`src/design/pllsd_pkg.sv`:
```
// Shared constants of the synthesizer digital core: addresses, fields, reset
// values and timing figures. Assumes a 100 MHz core clock.
package pllsd_pkg;
    // Data-memory addresses of the transfer buffer, mode and unlock registers.
    localparam logic [6:0] ADDR_TBUF3  = 7'h0c;
    localparam logic [6:0] ADDR_TBUF2  = 7'h0d;
    localparam logic [6:0] ADDR_TBUF1  = 7'h0e;
    localparam logic [6:0] ADDR_TBUF0  = 7'h0f;
    localparam logic [6:0] ADDR_MODE   = 7'h6b;
    localparam logic [6:0] ADDR_UNLOCK = 7'h6d;
    // Peripheral address of the divider ratio register.
    localparam logic [6:0] ADDR_RATIO  = 7'h41;
    // Mode register fields and reset values of the mode, ratio and buffer registers.
    localparam int unsigned REF_SEL_LSB  = 0;
    localparam int unsigned DIV_MODE_LSB = 2;
    localparam logic [3:0]  MODE_RESET   = 4'h0;
    localparam logic [15:0] RATIO_RESET  = 16'h0000;
    localparam logic [3:0]  TBUF_RESET   = 4'h0;
    // Division mode codes.
    localparam logic [1:0] DIV_OFF = 2'h0;
    localparam logic [1:0] DIV_MF  = 2'h1;
    localparam logic [1:0] DIV_VHF = 2'h2;
    localparam logic [1:0] DIV_HF  = 2'h3;
    // Reference select codes.
    localparam logic [1:0] REF_1K  = 2'h0;
    localparam logic [1:0] REF_3K  = 2'h1;
    localparam logic [1:0] REF_5K  = 2'h2;
    localparam logic [1:0] REF_25K = 2'h3;
    // Clock rate and reference frequencies; periods in cycles follow.
    localparam int unsigned CLK_HZ     = 100000000;
    localparam int unsigned REF_HZ_1K  = 1000;
    localparam int unsigned REF_HZ_3K  = 3000;
    localparam int unsigned REF_HZ_5K  = 5000;
    localparam int unsigned REF_HZ_25K = 25000;
    localparam int unsigned REF_CYC_1K  = CLK_HZ / REF_HZ_1K;
    localparam int unsigned REF_CYC_3K  = CLK_HZ / REF_HZ_3K;
    localparam int unsigned REF_CYC_5K  = CLK_HZ / REF_HZ_5K;
    localparam int unsigned REF_CYC_25K = CLK_HZ / REF_HZ_25K;
    localparam int unsigned REF_CNT_W   = 17;
    // Two-modulus prescaler base modulus (16 and 17).
    localparam logic [4:0] PRESC_MOD = 5'h10;
    // Phase comparator states.
    typedef enum logic [2:0] {
        PFD_IDLE = 3'b001,
        PFD_UP   = 3'b010,
        PFD_DN   = 3'b100
    } pllsd_pfd_t;
endpackage

```
`src/design/pllsd_ref_gen.sv`:
```
// Reference frequency generator: divides the core clock to one tick per
// reference period. Assumes select and enable come from the same clock.
`timescale 1ns/100ps
`default_nettype none
module pllsd_ref_gen
    import pllsd_pkg::*;
#(
    parameter int unsigned CYC_1K  = REF_CYC_1K,
    parameter int unsigned CYC_3K  = REF_CYC_3K,
    parameter int unsigned CYC_5K  = REF_CYC_5K,
    parameter int unsigned CYC_25K = REF_CYC_25K
) (
    input  wire logic       core_clk, // Core clock.
    input  wire logic       arst_n,   // Asynchronous reset, active low.
    input  wire logic       enable,   // Generator runs while high.
    input  wire logic [1:0] ref_sel,  // Reference select code.
    output var  logic       ref_tick  // One-cycle pulse per period.
);
    logic [REF_CNT_W-1:0] cnt_reg;
    logic [REF_CNT_W-1:0] last;

    // Terminal count for the selected reference.
    always_comb begin
        case (ref_sel)
            REF_1K:  last = REF_CNT_W'(CYC_1K - 1);
            REF_3K:  last = REF_CNT_W'(CYC_3K - 1);
            REF_5K:  last = REF_CNT_W'(CYC_5K - 1);
            default: last = REF_CNT_W'(CYC_25K - 1);
        endcase
    end

    // The >= compare keeps a shortened period safe after a select change.
    always_ff @(posedge core_clk or negedge arst_n) begin
        if (!arst_n) begin
            cnt_reg  <= '0;
            ref_tick <= 1'b0;
        end else if (!enable) begin
            cnt_reg  <= '0;
            ref_tick <= 1'b0;
        end else if (cnt_reg >= last) begin
            cnt_reg  <= '0;
            ref_tick <= 1'b1;
        end else begin
            cnt_reg  <= cnt_reg + 1'b1;
            ref_tick <= 1'b0;
        end
    end

    AST_REF_STOP: assert property (@(posedge core_clk) disable iff (!arst_n)
        !enable |=> !ref_tick) else $error("Reference tick while stopped.");
endmodule
`default_nettype wire

```
`src/design/pllsd_prog_div.sv`:
```
// Programmable divider: 4-bit swallow and 12-bit programmable down-counters
// behind a 16/17 prescaler. Assumes vco_edge is a synchronised one-cycle pulse.
`timescale 1ns/100ps
`default_nettype none
module pllsd_prog_div
    import pllsd_pkg::*;
(
    input  wire logic        core_clk, // Core clock.
    input  wire logic        arst_n,   // Asynchronous reset, active low.
    input  wire logic        enable,   // Division runs while high.
    input  wire logic        swallow,  // High for pulse swallow.
    input  wire logic [15:0] ratio,    // Division ratio N.
    input  wire logic        vco_edge, // One input cycle.
    output var  logic        fn_tick   // One pulse per N input cycles with swallow; per ratio[15:4] cycles when direct.
);
    logic [4:0]  presc_reg;
    logic [3:0]  swal_reg;
    logic [11:0] prog_reg;
    logic [4:0]  modulus;

    // The prescaler divides by 17 while swallow counts remain, else by 16.
    assign modulus = (swal_reg != 4'h0) ? PRESC_MOD + 5'h01 : PRESC_MOD;

    // While disabled the counters hold loaded and division stops.
    always_ff @(posedge core_clk or negedge arst_n) begin
        if (!arst_n) begin
            presc_reg <= '0;
            swal_reg  <= '0;
            prog_reg  <= '0;
            fn_tick   <= 1'b0;
        end else if (!enable) begin
            presc_reg <= '0;
            swal_reg  <= swallow ? ratio[3:0] : 4'h0;
            prog_reg  <= ratio[15:4];
            fn_tick   <= 1'b0;
        end else if (!vco_edge) begin
            fn_tick <= 1'b0;
        end else if (!swallow) begin
            // Direct: the programmable counter alone, low nibble ignored.
            presc_reg <= '0;
            swal_reg  <= 4'h0;
            if (prog_reg <= 12'h001) begin
                prog_reg <= ratio[15:4];
                fn_tick  <= 1'b1;
            end else begin
                prog_reg <= prog_reg - 12'h001;
                fn_tick  <= 1'b0;
            end
        end else if (presc_reg == modulus - 5'h01) begin
            // N = 16*M + A, since the first A prescaler cycles are 17 long.
            presc_reg <= '0;
            if (prog_reg <= 12'h001) begin
                prog_reg <= ratio[15:4];
                swal_reg <= ratio[3:0];
                fn_tick  <= 1'b1;
            end else begin
                prog_reg <= prog_reg - 12'h001;
                swal_reg <= (swal_reg != 4'h0) ? swal_reg - 4'h1 : 4'h0;
                fn_tick  <= 1'b0;
            end
        end else begin
            presc_reg <= presc_reg + 5'h01;
            fn_tick   <= 1'b0;
        end
    end

    AST_DIV_STOP: assert property (@(posedge core_clk) disable iff (!arst_n)
        !enable |=> !fn_tick) else $error("Divider output while stopped.");
endmodule
`default_nettype wire

```
`src/design/pllsd_core.sv`:
```
// Digital core of the synthesizer: registers, input selection, phase
// comparator, charge pump control and unlock detection. Assumes the CPU
// data-memory strobes and the put/get strobes are on core_clk; pins are not.
`timescale 1ns/100ps
`default_nettype none

module pllsd_core
    import pllsd_pkg::*;
#(
    parameter int unsigned CYC_1K  = REF_CYC_1K,
    parameter int unsigned CYC_3K  = REF_CYC_3K,
    parameter int unsigned CYC_5K  = REF_CYC_5K,
    parameter int unsigned CYC_25K = REF_CYC_25K
) (
    input  wire logic       core_clk,       // Core clock, 100 MHz.
    input  wire logic       arst_n,         // Power-on reset, active low.
    input  wire logic       ce_pin,         // Chip-enable pin.
    input  wire logic [6:0] mem_addr,       // Data-memory address.
    input  wire logic       mem_we,         // Data-memory write strobe.
    input  wire logic [3:0] mem_wdata,      // Data-memory write nibble.
    input  wire logic       mem_re,         // Data-memory read strobe.
    output var  logic [3:0] mem_rdata,      // Read nibble, next cycle.
    input  wire logic [6:0] periph_addr,    // Peripheral address of put/get.
    input  wire logic       put_req,        // Buffer to peripheral.
    input  wire logic       get_req,        // Peripheral to buffer.
    input  wire logic       vco_low_pin,    // Low-band VCO input.
    input  wire logic       vco_high_pin,   // High-band VCO input.
    output var  logic       vco_low_en,     // Low-band amplifier on; low floats.
    output var  logic       vco_high_en,    // High-band amplifier on; low floats.
    output var  logic       error_out,      // Error output pin level.
    output var  logic       error_oe_n,     // Error output drive, active low.
    output var  logic       up_req_n,       // Up request, active low.
    output var  logic       down_request_n, // Down request, active low.
    output var  logic       synth_disabled  // Synthesizer disabled.
);
    logic [3:0]  mode_reg;
    logic [15:0] ratio_reg;
    logic [3:0]  tbuf_reg [4];
    logic        unlock_reg;
    logic        seen_reg;
    logic [1:0]  ce_sync_reg;
    logic [1:0]  vlo_sync_reg;
    logic [1:0]  vhi_sync_reg;
    logic        vlo_prev_reg;
    logic        vhi_prev_reg;
    logic        vco_edge;
    logic        dis_next;
    logic        ref_tick;
    logic        fn_tick;
    logic        unlock_set;
    logic        unlock_rd;
    logic [1:0]  div_mode;
    pllsd_pfd_t  pfd_reg;
    pllsd_pfd_t  pfd_next;

    // True for either pulse swallow code.
    function automatic logic is_swallow(input logic [1:0] m);
        return (m == DIV_VHF) || (m == DIV_HF);
    endfunction

    // Buffer index of a data-memory address.
    function automatic logic [1:0] tbuf_index(input logic [6:0] a);
        return 2'(ADDR_TBUF0 - a);
    endfunction

    // True for any transfer buffer address.
    function automatic logic is_tbuf(input logic [6:0] a);
        return (a >= ADDR_TBUF3) && (a <= ADDR_TBUF0);
    endfunction

    assign div_mode = mode_reg[DIV_MODE_LSB +: 2];

    // Pins cross two flip-flops before use; the edge logic compares stage two with a one-cycle-delayed copy.
    always_ff @(posedge core_clk or negedge arst_n) begin
        if (!arst_n) begin
            ce_sync_reg  <= 2'h0;
            vlo_sync_reg <= 2'h0;
            vhi_sync_reg <= 2'h0;
            vlo_prev_reg <= 1'b0;
            vhi_prev_reg <= 1'b0;
        end else begin
            ce_sync_reg  <= {ce_sync_reg[0], ce_pin};
            vlo_sync_reg <= {vlo_sync_reg[0], vco_low_pin};
            vhi_sync_reg <= {vhi_sync_reg[0], vco_high_pin};
            vlo_prev_reg <= vlo_sync_reg[1];
            vhi_prev_reg <= vhi_sync_reg[1];
        end
    end

    // Rising edge of the pin that the mode selects; VHF alone uses high-band.
    always_comb begin
        if (div_mode == DIV_VHF) begin
            vco_edge = vhi_sync_reg[1] & ~vhi_prev_reg;
        end else begin
            vco_edge = vlo_sync_reg[1] & ~vlo_prev_reg;
        end
    end

    // Disabled while chip-enable is low or the division field is zero.
    assign dis_next = !ce_sync_reg[1] || (div_mode == DIV_OFF);

    // Mode register; power-on clears it, chip-enable low leaves it alone.
    always_ff @(posedge core_clk or negedge arst_n) begin
        if (!arst_n) begin
            mode_reg <= MODE_RESET;
        end else if (mem_we && mem_addr == ADDR_MODE) begin
            mode_reg <= mem_wdata;
        end
    end

    // Ratio register, written only by a put naming its peripheral address.
    always_ff @(posedge core_clk or negedge arst_n) begin
        if (!arst_n) begin
            ratio_reg <= RATIO_RESET;
        end else if (put_req && periph_addr == ADDR_RATIO) begin
            ratio_reg <= {tbuf_reg[3], tbuf_reg[2], tbuf_reg[1], tbuf_reg[0]};
        end
    end

    // Transfer buffer; a get overrides a plain write in the same cycle.
    always_ff @(posedge core_clk or negedge arst_n) begin
        if (!arst_n) begin
            for (int i = 0; i < 4; i++) begin
                tbuf_reg[i] <= TBUF_RESET;
            end
        end else if (get_req && periph_addr == ADDR_RATIO) begin
            tbuf_reg[3] <= ratio_reg[15:12];
            tbuf_reg[2] <= ratio_reg[11:8];
            tbuf_reg[1] <= ratio_reg[7:4];
            tbuf_reg[0] <= ratio_reg[3:0];
        end else if (mem_we && is_tbuf(mem_addr)) begin
            tbuf_reg[tbuf_index(mem_addr)] <= mem_wdata;
        end
    end

    // Read data is registered; unmapped addresses read as zero.
    always_ff @(posedge core_clk or negedge arst_n) begin
        if (!arst_n) begin
            mem_rdata <= 4'h0;
        end else if (!mem_re) begin
            mem_rdata <= 4'h0;
        end else if (is_tbuf(mem_addr)) begin
            mem_rdata <= tbuf_reg[tbuf_index(mem_addr)];
        end else if (mem_addr == ADDR_MODE) begin
            mem_rdata <= mode_reg;
        end else if (mem_addr == ADDR_UNLOCK) begin
            mem_rdata <= {3'h0, unlock_reg};
        end else begin
            mem_rdata <= 4'h0;
        end
    end

    pllsd_ref_gen #(
        .CYC_1K  (CYC_1K),
        .CYC_3K  (CYC_3K),
        .CYC_5K  (CYC_5K),
        .CYC_25K (CYC_25K)
    ) u_ref_gen (
        .core_clk (core_clk),
        .arst_n   (arst_n),
        .enable   (!synth_disabled),
        .ref_sel  (mode_reg[REF_SEL_LSB +: 2]),
        .ref_tick (ref_tick)
    );

    pllsd_prog_div u_prog_div (
        .core_clk (core_clk),
        .arst_n   (arst_n),
        .enable   (!synth_disabled),
        .swallow  (is_swallow(div_mode)),
        .ratio    (ratio_reg),
        .vco_edge (vco_edge),
        .fn_tick  (fn_tick)
    );

    // Phase-frequency comparator: the earlier edge opens a request, the other
    // edge closes it. A lower divided frequency keeps the up request open.
    always_comb begin
        pfd_next = pfd_reg;
        case (pfd_reg)
            PFD_IDLE: begin
                if (ref_tick && !fn_tick) begin
                    pfd_next = PFD_UP;
                end else if (fn_tick && !ref_tick) begin
                    pfd_next = PFD_DN;
                end
            end
            PFD_UP: begin
                if (fn_tick && !ref_tick) begin
                    pfd_next = PFD_IDLE;
                end
            end
            PFD_DN: begin
                if (ref_tick && !fn_tick) begin
                    pfd_next = PFD_IDLE;
                end
            end
            default: pfd_next = PFD_IDLE;
        endcase
        if (dis_next) begin
            pfd_next = PFD_IDLE;
        end
    end

    // Comparator state and every pin-facing output follow from one cycle.
    always_ff @(posedge core_clk or negedge arst_n) begin
        if (!arst_n) begin
            pfd_reg        <= PFD_IDLE;
            synth_disabled <= 1'b1;
            vco_low_en     <= 1'b0;
            vco_high_en    <= 1'b0;
            up_req_n       <= 1'b1;
            down_request_n <= 1'b1;
            error_out      <= 1'b0;
            error_oe_n     <= 1'b1;
        end else begin
            pfd_reg        <= pfd_next;
            synth_disabled <= dis_next;
            vco_low_en     <= !dis_next && div_mode != DIV_VHF;
            vco_high_en    <= !dis_next && div_mode == DIV_VHF;
            up_req_n       <= pfd_next != PFD_UP;
            down_request_n <= pfd_next != PFD_DN;
            error_out      <= pfd_next == PFD_DN;
            error_oe_n     <= pfd_next == PFD_IDLE;
        end
    end

    // Any request within a reference period marks it unlocked; the flag is
    // only set on the reference tick, which paces software reads.
    assign unlock_set = ref_tick && (seen_reg || pfd_reg != PFD_IDLE);
    assign unlock_rd  = mem_re && mem_addr == ADDR_UNLOCK;

    // A set in the cycle of a read wins, so no unlocked period is lost.
    always_ff @(posedge core_clk or negedge arst_n) begin
        if (!arst_n) begin
            seen_reg   <= 1'b0;
            unlock_reg <= 1'b0;
        end else begin
            if (ref_tick || synth_disabled) begin
                seen_reg <= 1'b0;
            end else if (pfd_reg != PFD_IDLE) begin
                seen_reg <= 1'b1;
            end
            if (unlock_set) begin
                unlock_reg <= 1'b1;
            end else if (unlock_rd) begin
                unlock_reg <= 1'b0;
            end
        end
    end

    AST_DIS_FLOAT: assert property (@(posedge core_clk) disable iff (!arst_n)
        synth_disabled |-> !vco_low_en && !vco_high_en && error_oe_n)
        else $error("Disabled synthesizer drives a pin.");

    AST_NO_REQ: assert property (@(posedge core_clk) disable iff (!arst_n)
        synth_disabled |-> up_req_n && down_request_n)
        else $error("Request while disabled.");

    AST_CE_LOW: assert property (@(posedge core_clk) disable iff (!arst_n)
        !ce_sync_reg[1] |=> synth_disabled)
        else $error("Chip-enable low did not disable.");

    AST_MODE_OFF: assert property (@(posedge core_clk) disable iff (!arst_n)
        div_mode == DIV_OFF |=> synth_disabled)
        else $error("Zero mode did not disable.");

    AST_VHF_PIN: assert property (@(posedge core_clk) disable iff (!arst_n)
        (ce_sync_reg[1] && div_mode == DIV_VHF) |=> vco_high_en && !vco_low_en)
        else $error("VHF input selection wrong.");

    AST_MF_PIN: assert property (@(posedge core_clk) disable iff (!arst_n)
        (ce_sync_reg[1] && div_mode == DIV_MF) |=> vco_low_en && !vco_high_en)
        else $error("Direct input selection wrong.");

    AST_EO_UP: assert property (@(posedge core_clk) disable iff (!arst_n)
        !up_req_n |-> !error_oe_n && !error_out && down_request_n)
        else $error("Error output wrong for up request.");

    AST_MODE_KEEP: assert property (@(posedge core_clk) disable iff (!arst_n)
        !(mem_we && mem_addr == ADDR_MODE) |=> $stable(mode_reg))
        else $error("Mode register changed without a write.");

    AST_PUT: assert property (@(posedge core_clk) disable iff (!arst_n)
        (put_req && periph_addr == ADDR_RATIO)
        |=> ratio_reg == {$past(tbuf_reg[3]), $past(tbuf_reg[2]),
                          $past(tbuf_reg[1]), $past(tbuf_reg[0])})
        else $error("Put did not load the ratio.");

    AST_UL_READ: assert property (@(posedge core_clk) disable iff (!arst_n)
        (unlock_rd && !unlock_set)
        |=> !unlock_reg && mem_rdata == {3'h0, $past(unlock_reg)})
        else $error("Unlock read-and-clear wrong.");

    AST_UL_SET: assert property (@(posedge core_clk) disable iff (!arst_n)
        (ref_tick && pfd_reg != PFD_IDLE) |=> unlock_reg)
        else $error("Unlock flag not set.");
endmodule
`default_nettype wire

```
`config.mk`:
```
export PLATFORM = sky130hd
export DESIGN_NAME = pllsd_core
export DESIGN_NICKNAME = d
export VERILOG_FILES = /design/src/design/pllsd_pkg.sv /design/src/design/pllsd_ref_gen.sv /design/src/design/pllsd_prog_div.sv /design/src/design/pllsd_core.sv
export SDC_FILE = /design/constraint.sdc
export NUM_CORES = 1
export LEC_CHECK = 0
export ABC_CLOCK_PERIOD_IN_PS = 3300
export BUFFER_PORTS_ARGS = -buffer_cell sky130_fd_sc_hd__buf_2
export CAP_MARGIN = 20
export CORE_MARGIN = 8
export CORE_UTILIZATION = 55
export CTS_CLUSTER_DIAMETER = 200
export CTS_CLUSTER_SIZE = 25
export DETAILED_ROUTE_END_ITERATION = 6
export HOLD_SLACK_MARGIN = 0.06
export PLACE_DENSITY = 0.72
export SLEW_MARGIN = 5
export SYNTH_ARGS = -nofsm -noshare
export SYNTH_HDL_FRONTEND = slang
export SYNTH_HIERARCHICAL = 1
export SYNTH_SLANG_ARGS = --single-unit
```
`constraint.sdc`:
```
create_clock -name core_clk -period 3.3 [get_ports core_clk]
set_input_delay 0.66 -clock core_clk [delete_from_list [all_inputs] [get_ports core_clk]]
set_output_delay 0.66 -clock core_clk [all_outputs]
set_load 0.01 [all_outputs]
```
==> summary.md, run 1 <==
| Metric | Value |
|---|---|
| CTS tree | yes |
| Register area share after synthesis | 0.446 |
| Largest cells by area after synthesis | dfrtp_1 (42%), ha_1 (4.0%), nor4_1 (3.6%) |
| Fin Setup TNS | 0 ns |
| Chip Width | 117 um |
| Share of cells above drive strength 1 | 0.195 |
| Starting Density | 0.555 |
| Number of CTS-inserted buffers | 9 |
| Cell mode on critical path | ha_1 |
| Post-CTS Setup Inserts | 0 |
| Htree depth | 3 |
| PwrDens | 447 nW/um2 |
| Clock buffer depth | 2 |
| Clock share of power | 0.275 |
| Flops & latches, synth | 100 |
| Switching share of power | 0.323 |
| Top cell type's share of synthesized area | 0.422 |
| Crit path largest cell delay | 0.59 ns |
| Average vias per placed instance | 6.35 |
| GPL Wtd Cong | 0.896 |
| Die Height | approximately 120 um |
| Syn. warnings | 6 |
| First-pass GRT wire length | 21800 um |
| CTS resizes | 0 |
| Vias | 4384 |
| Internal power | 1830 uW |
| Total gr overflow | 0 |
| Final net count | 594 |
| Die Area | 13700 um2 |
| Ports | 38 |
| Async SR Flop Fraction | 1.00 |
| CTS clk-pin slew, worst paths | about 0.1 ns |
| Max Slew Vio Count | 0 |
| Tot GR Track Use | 0.203 |
| Max Clock Freq | 0.360 GHz |
| WP data required | 3.54 ns |
| Arrival time worst endpoint | between 3 and 4 ns |
| Period utilization | 0.842 |
| MaxCap Viol Count | 0 |
| Grt peak-use layer | met2 |
| M2 GR Usage | 0.322 |
| Drt total wl | about 13000 um |
| Worst Slack Setup Final | 0.520 ns |
| Min Tclk post-route | approximately 2.8 ns |
| Status | finished, final reports clean |
| Post-synth EDFFs | 0 |
| Reg power frac | 0.514 |
| Clk sinks | 100 |
| Post-CTS Hold Fix Bufs | 0 |
| Leading area contributor after synthesis | dfrtp_1 |
| Endpoints failing setup | 0 |
| Synth unique cells | 76 |
| Synthesized instance count | roughly 520 |
| LEAKAGE | approximately 0.0027 uW |
| Number of global-route vias before repair | 4280 |
| Worst rel slew slack | 0.517 |
| Post-Syn Area | 5630 um2 |
| Area delta synth->final | 7.29% |
| Grt met3 use | 0.0493 |
| CORE AREA | 10100 um2 |
| Max FO, Critical Path | 12 |
| CP Launch Type | flop |
| Root buf cell | clkbuf_8 |
| Pin slew with the least headroom to its limit | 0.720 ns |
| Psw | 871 uW |
| Row count | 37 |
| Crit path capture type | flop |
| Commonest register cell after synthesis | dfrtp_1 |
| Drt wl/cell | 18.7 um |
| Power share of the combinational group | 0.211 |
| DR DRC count | 0 |
| Detail Route Antenna Nets | 0 |
| Dpl hpwl | between 9000 and 10000 um |
| RSZ-0062 raised after global routing | no |
| Setup Skew | slightly below 0.01 ns |
| DRT iter0 DRCs | 369 |
| Worst skew pair latency | ~0.38 ns |
| Max reg flops | 17 |
| Critical Path, Cell by Cell | inv_1 -> ha_1 -> o21ai_0 -> ha_1 -> and3_1 -> o2111ai_1 -> o31ai_2 -> buf_4 -> nor4_1 |
| Maximum vdd drop | ~0.00034 V |
| Worst hold path class | in -> async |
| Largest net degree at the start of global routing | 45 |
| Post-Syn Area per Cell | between 10 and 15 um2 |
| Crit path kind | reg -> reg |
| 1st-pass router iterations | 5 |
| Pre-CTS setup slack | 0.518 ns |
| Fin. Hold Viols | 0 |
| Syn_nets | 569 |
| Slowest CP cell | o31ai_2 |
| Antenna violations before repair | 0 |
| Quantity of I/O buffers inserted on ports | 37 |
| Antenna Diode Count | 0 |
| Met1 usage | 0.262 |
[power groups by stage]
stage | clock (uW) | combinational (uW) | sequential, uW
after floorplan | 0 | 430 | 1380
after global placement | 0 | 545 | 1410
after detailed placement | 0 | 566 | 1410
after CTS | 769 | 568 | 1380
after global routing | 819 | 636 | 1400
final | 742 | 568 | 1390
[layout make-up]
| cell class | instances | area (um2) |
|---|---|---|
| clock buffers | 9 | 124 |
| clock inverters | 7 | 57.6 |
| fillers | 841 | 4100 |
| inverters | 17 | 63.8 |
| multi-input cells | 377 | 2880 |
| flip-flops and latches | 100 | 2510 |
| well taps | 136 | 170 |
| repair buffers | 44 | 240 |
[synthesized netlist by cell type, types with 4 or more instances]
| library cell | n |
|---|---|
| a21o_1 | 4 |
| a21oi_1 | 5 |
| a31oi_1 | 16 |
| and3_1 | 4 |
| and4b_1 | 4 |
| buf_2 | 12 |
| buf_4 | 4 |
| clkbuf_1 | 10 |
| dfrtp_1 | 95 |
| dfstp_2 | 5 |
| ha_1 | 18 |
| inv_1 | 16 |
| mux2_1 | 4 |
| mux2_2 | 6 |
| mux2_4 | 10 |
| mux2i_1 | 15 |
| mux4_2 | 4 |
| nand2_1 | 20 |
| nand2b_1 | 9 |
| nand3_1 | 38 |
| nand4_1 | 10 |
| nor2_1 | 16 |
| nor2b_1 | 6 |
| nor3_1 | 10 |
| nor3b_1 | 4 |
| nor4_1 | 32 |
| o21ai_0 | 27 |
| o21ai_1 | 11 |
| o2bb2ai_1 | 8 |
| o31ai_1 | 4 |
| or3_1 | 4 |
| or4_1 | 7 |
| xnor2_1 | 5 |
| xor2_1 | 9 |
[stage by stage]
stage	cells	area [um2]	utilization	total power, uW	hold WS (ns)
6_report	690	6040	0.596	2700	0.266
5_1_grt	690	6040	0.596	2850	0.306
4_1_cts	690	6040	0.596	2720	0.271
3_5_place_dp	674	5860	0.578	1970	0.342
3_3_place_gp	674	5860	0.578	1950	0.334
2_1_floorplan	524	5630	-	1810	0.331
[cells by family after synthesis]
| group | synth area share |
|---|---|
| compound gates | 0.132 |
| flops | 0.446 |
| simple gates | 0.228 |
| buf+inv | 0.0436 |
| fa+ha+maj | 0.0400 |
| xor+xnor | 0.0218 |
| mux | 0.0893 |
[path summary, 6_finish.rpt]
path	from	to	slack, ns	cells past startpoint
setup / recovery	mode_reg[1]	u_ref_gen/cnt_reg[6]	0.52	9
hold / removal	arst_n	u_prog_div/prog_reg[5]	0.27	1
setup reg to reg	mode_reg[1]	u_ref_gen/cnt_reg[6]	0.52	9
hold reg to reg	ce_sync_reg[0]	ce_sync_reg[1]	0.36	0
max in group asynchronous	arst_n	down_request_n	2.20	2
min in group core_clk	ce_sync_reg[0]	ce_sync_reg[1]	0.36	0
[layout by cell type, fill, tap and decap left out, drive strengths merged, types with 10 or more instances in the layout]
master  netlist  layout
a31oi        16      16
buf          20      44
dfrtp        95      95
ha           18      18
inv          17      21
mux2         20      20
mux2i        15      15
nand2        21      21
nand3        41      41
nand4        10      10
nor2         16      16
nor3         11      11
nor4         32      32
o21ai        38      38
[metal layers]
metal  part of all wire  routed length [um]  up-vias
met2               0.48                6140      122
met5                  0                   0        -
met3              0.051                 657       31
li1                   -                   -     2057
met1               0.45                5770     2174
met4              0.027                 352        0
[critical path: cells and delay by family (launching register included)]
| kind | cells | cell delay, ns |
|---|---|---|
| flops | 1 | 0.45 |
| buf+inv | 2 | 0.46 |
| simple gates | 2 | 0.27 |
| fa+ha+maj | 2 | 0.60 |
| compound gates | 3 | 0.86 |
Power figures use the tool's default switching activity.
==> inputs of run 2 (changes only) <==
--- a/config.mk
+++ b/config.mk
@@ -5,7 +5,7 @@
 export SDC_FILE = /design/constraint.sdc
 export NUM_CORES = 1
 export LEC_CHECK = 0
-export ABC_CLOCK_PERIOD_IN_PS = 3300
+export ABC_CLOCK_PERIOD_IN_PS = 2600
 export BUFFER_PORTS_ARGS = -buffer_cell sky130_fd_sc_hd__buf_2
 export CAP_MARGIN = 20
 export CORE_MARGIN = 8
==> constraint.sdc (replaced) <==
create_clock -name core_clk -period 2.6 [get_ports core_clk]
set_input_delay 0.52 -clock core_clk [delete_from_list [all_inputs] [get_ports core_clk]]
set_output_delay 0.52 -clock core_clk [all_outputs]
set_load 0.01 [all_outputs]
==> run 2 against run 1 <==
  * Design area increased by 0.91%
  * Routed wire length increased by 1.3%
  * Critical path depth decreased by 4
  * Utilization increased by 0.54 points
  * Flip-flop and latch count unchanged
  * Global-route usage increased by 0.17 points
  * Highest routed layer unchanged
==> summary.md, run 2 (synthesis gave the netlist of run 1 again) <==
| Metric | Value |
|---|---|
| Antenna violations before repair | 0 (unchanged) |
| RSZ-0062 raised after global routing | no |
| Worst rel slew slack | 0.608 (+0.0903) |
| LEAKAGE | 0.00269 uW (+1.3%) |
| Share of cells above drive strength 1 | 0.203 (+0.00756) |
| CP delay by family, top | simple AND/OR/NAND/NOR gates |
| Tot GR Track Use | 0.205 (+0.00173) |
| CTS tree | yes |
| Largest net degree at the start of global routing | 63 (+40%) |
| CORE AREA | 10100 um2 (unchanged) |
| Slowest CP cell | or4_1 |
| Worst Path Buf+Inv | 0 (-2) |
| Post-CTS Hold Fix Bufs | 0 (unchanged) |
| Crit path capture type | flop |
| Die Area | 13700 um2 (unchanged) |
| Worst skew pair latency | 0.38 ns (about the same) |
| CTS resizes | 0 (unchanged) |
| Root buf cell | clkbuf_8 |
| GPL Wtd Cong | 0.864 (-3.7%) |
| Drt total wl | 13100 um (+1.3%) |
| Period utilization | 0.935 (+0.0923) |
| Max Slew Vio Count | 0 (unchanged) |
| CP Launch Type | flop |
| Crit path from | u_prog_div/prog_reg[4] |
| DRT iter0 DRCs | 377 (+2.2%) |
| Crit path largest cell delay | 0.65 ns (+0.06 ns) |
| Placed Cells | 678 (+0.59%) |
| Fin. Hold Viols | 0 (unchanged) |
| 1st-pass router iterations | 5 (unchanged) |
| Drt wl/cell | 18.9 um (+0.72%) |
| Pin slew with the least headroom to its limit | 0.587 ns (-0.133 ns) |
| Total gr overflow | 0 (unchanged) |
| Htree depth | 3 (unchanged) |
| Antenna Diode Count | 0 (unchanged) |
| Die Height | 117 um (unchanged) |
| Clock buffer depth | 2 (unchanged) |
| R2R setup slack | 0.17 ns (-0.35 ns) |
| RR Startpoint | u_prog_div/prog_reg[4] |
| Number of CTS-inserted buffers | 9 (unchanged) |
| Setup Skew | 0.0142 ns (+0.00439 ns) |
| Max Clock Freq | 0.411 GHz (+14%) |
| Fin Setup TNS | 0 ns (unchanged) |
| Vias | 4384 (unchanged) |
| PwrDens | 568 nW/um2 (+27%) |
| Ports | 38 (unchanged) |
| Area delta synth->final | 8.27% |
| DR DRC count | 0 (unchanged) |
| Row count | 37 (unchanged) |
| Status | finished, final reports clean |
| MaxCap Viol Count | 0 (unchanged) |
| Critical Path, Cell by Cell | or4_1 -> or4_4 -> nand2_8 -> o21ai_0 -> a22o_1 |
| Cell count along the critical path | 5 (-4) |
| Number of global-route vias before repair | 4427 (+3.4%) |
| Max reg flops | 17 (unchanged) |
| Final cell count without fillers | 694 (+0.58%) |
| Chip Width | 117 um (unchanged) |
| Dpl hpwl | 9700 um (-0.27%) |
| R2R depth | 5 (-4) |
| Most frequent cells in the layout | dfrtp_1 (95), nand3_1 (38), buf_2 (36), nor4_1 (32), o21ai_0 (26) |
| Commonest non-fill, non-tap cell in the layout | dfrtp_1 |
| Crit path kind | reg -> reg |
| Post-CTS Setup Inserts | 0 (unchanged) |
| Min Tclk post-route | 2.43 ns (-0.350 ns) |
| FF-to-FF End | u_prog_div/prog_reg[3] |
| Worst hold path class | in -> async |
| Starting Density | 0.555 (unchanged) |
| CTS clk-pin slew, worst paths | 0.11 ns (about the same) |
| Quantity of I/O buffers inserted on ports | 37 (unchanged) |
| Average vias per placed instance | 6.32 (-0.58%) |
| WP data required | 2.89 ns (-0.65 ns) |
| Maximum vdd drop | 0.000412 V (+20%) |
| Clk sinks | 100 (unchanged) |
| Max FO, Critical Path | 27 (+15) |
| Detail Route Antenna Nets | 0 (unchanged) |
| Final net count | 598 (+0.67%) |
| Endpoints failing setup | 0 (unchanged) |
| First-pass GRT wire length | 21800 um (about the same) |
| Arrival time worst endpoint | 2.72 ns (-0.30 ns) |
[run 2: cell count changes in the layout (fill, tap and decap cells not counted), sizes merged]
| cell | before | now |
|---|---|---|
| inv | 21 | 22 |
| clkinvlp | 2 | 0 |
| buf | 44 | 48 |
| clkinv | 1 | 2 |
[run 2: how the worst max path moves through the flow]
stage                                         to
after global routing       u_ref_gen/cnt_reg[14]
after global placement     u_ref_gen/cnt_reg[14]
after floorplan            u_ref_gen/cnt_reg[10]
after detailed placement   u_ref_gen/cnt_reg[14]
after CTS                  u_ref_gen/cnt_reg[14]
final                     u_prog_div/prog_reg[3]
[run 2: cell type report]
class,instances,area [um2]
repair buffers,48,283
flip-flops and latches,100,2510
well taps,136,170
inverters,17,63.8
fillers,850,4040
multi-input cells,377,2880
clock buffers,9,124
clock inverters,7,67.6
[run 2: through the flow]
| step | utilization | cell area, um2 | setup WS, ns | hold slack, ns | total power [uW] |
|---|---|---|---|---|---|
| 5_1_grt | 0.601 | 6100 | 0.0515 | 0.118 | 3650 |
| 4_1_cts | 0.601 | 6090 | 0.0901 | 0.100 | 3490 |
| 6_report | 0.601 | 6100 | 0.170 | 0.0859 | 3460 |
| 3_5_place_dp | 0.582 | 5900 | 0.122 | 0.337 | 2510 |
| 2_1_floorplan | - | 5630 | 0.187 | 0.224 | 2300 |
| 3_3_place_gp | 0.582 | 5900 | 0.180 | 0.333 | 2480 |
[run 2: worst reg2reg max path: stages, from the launching register on]
cell and delay, ns:
dfrtp_1 0.46, or4_1 0.65, or4_4 0.63, nand2_8 0.22, o21ai_0 0.13, a22o_1 0.25
[run 2: routing by layer]
layer / track usage / share of wire
met5: 0 / 0
met4: 0.0776 / 0.023
met3: 0.0482 / 0.050
met2: 0.338 / 0.49
met1: 0.256 / 0.44
[run 2: report_power, final]
group          total [uW]  switching [uW]  internal (uW)
Combinational         726             421            305
Sequential           1770             112           1660
Clock                 968             593            375
Total                3460            1130           2340
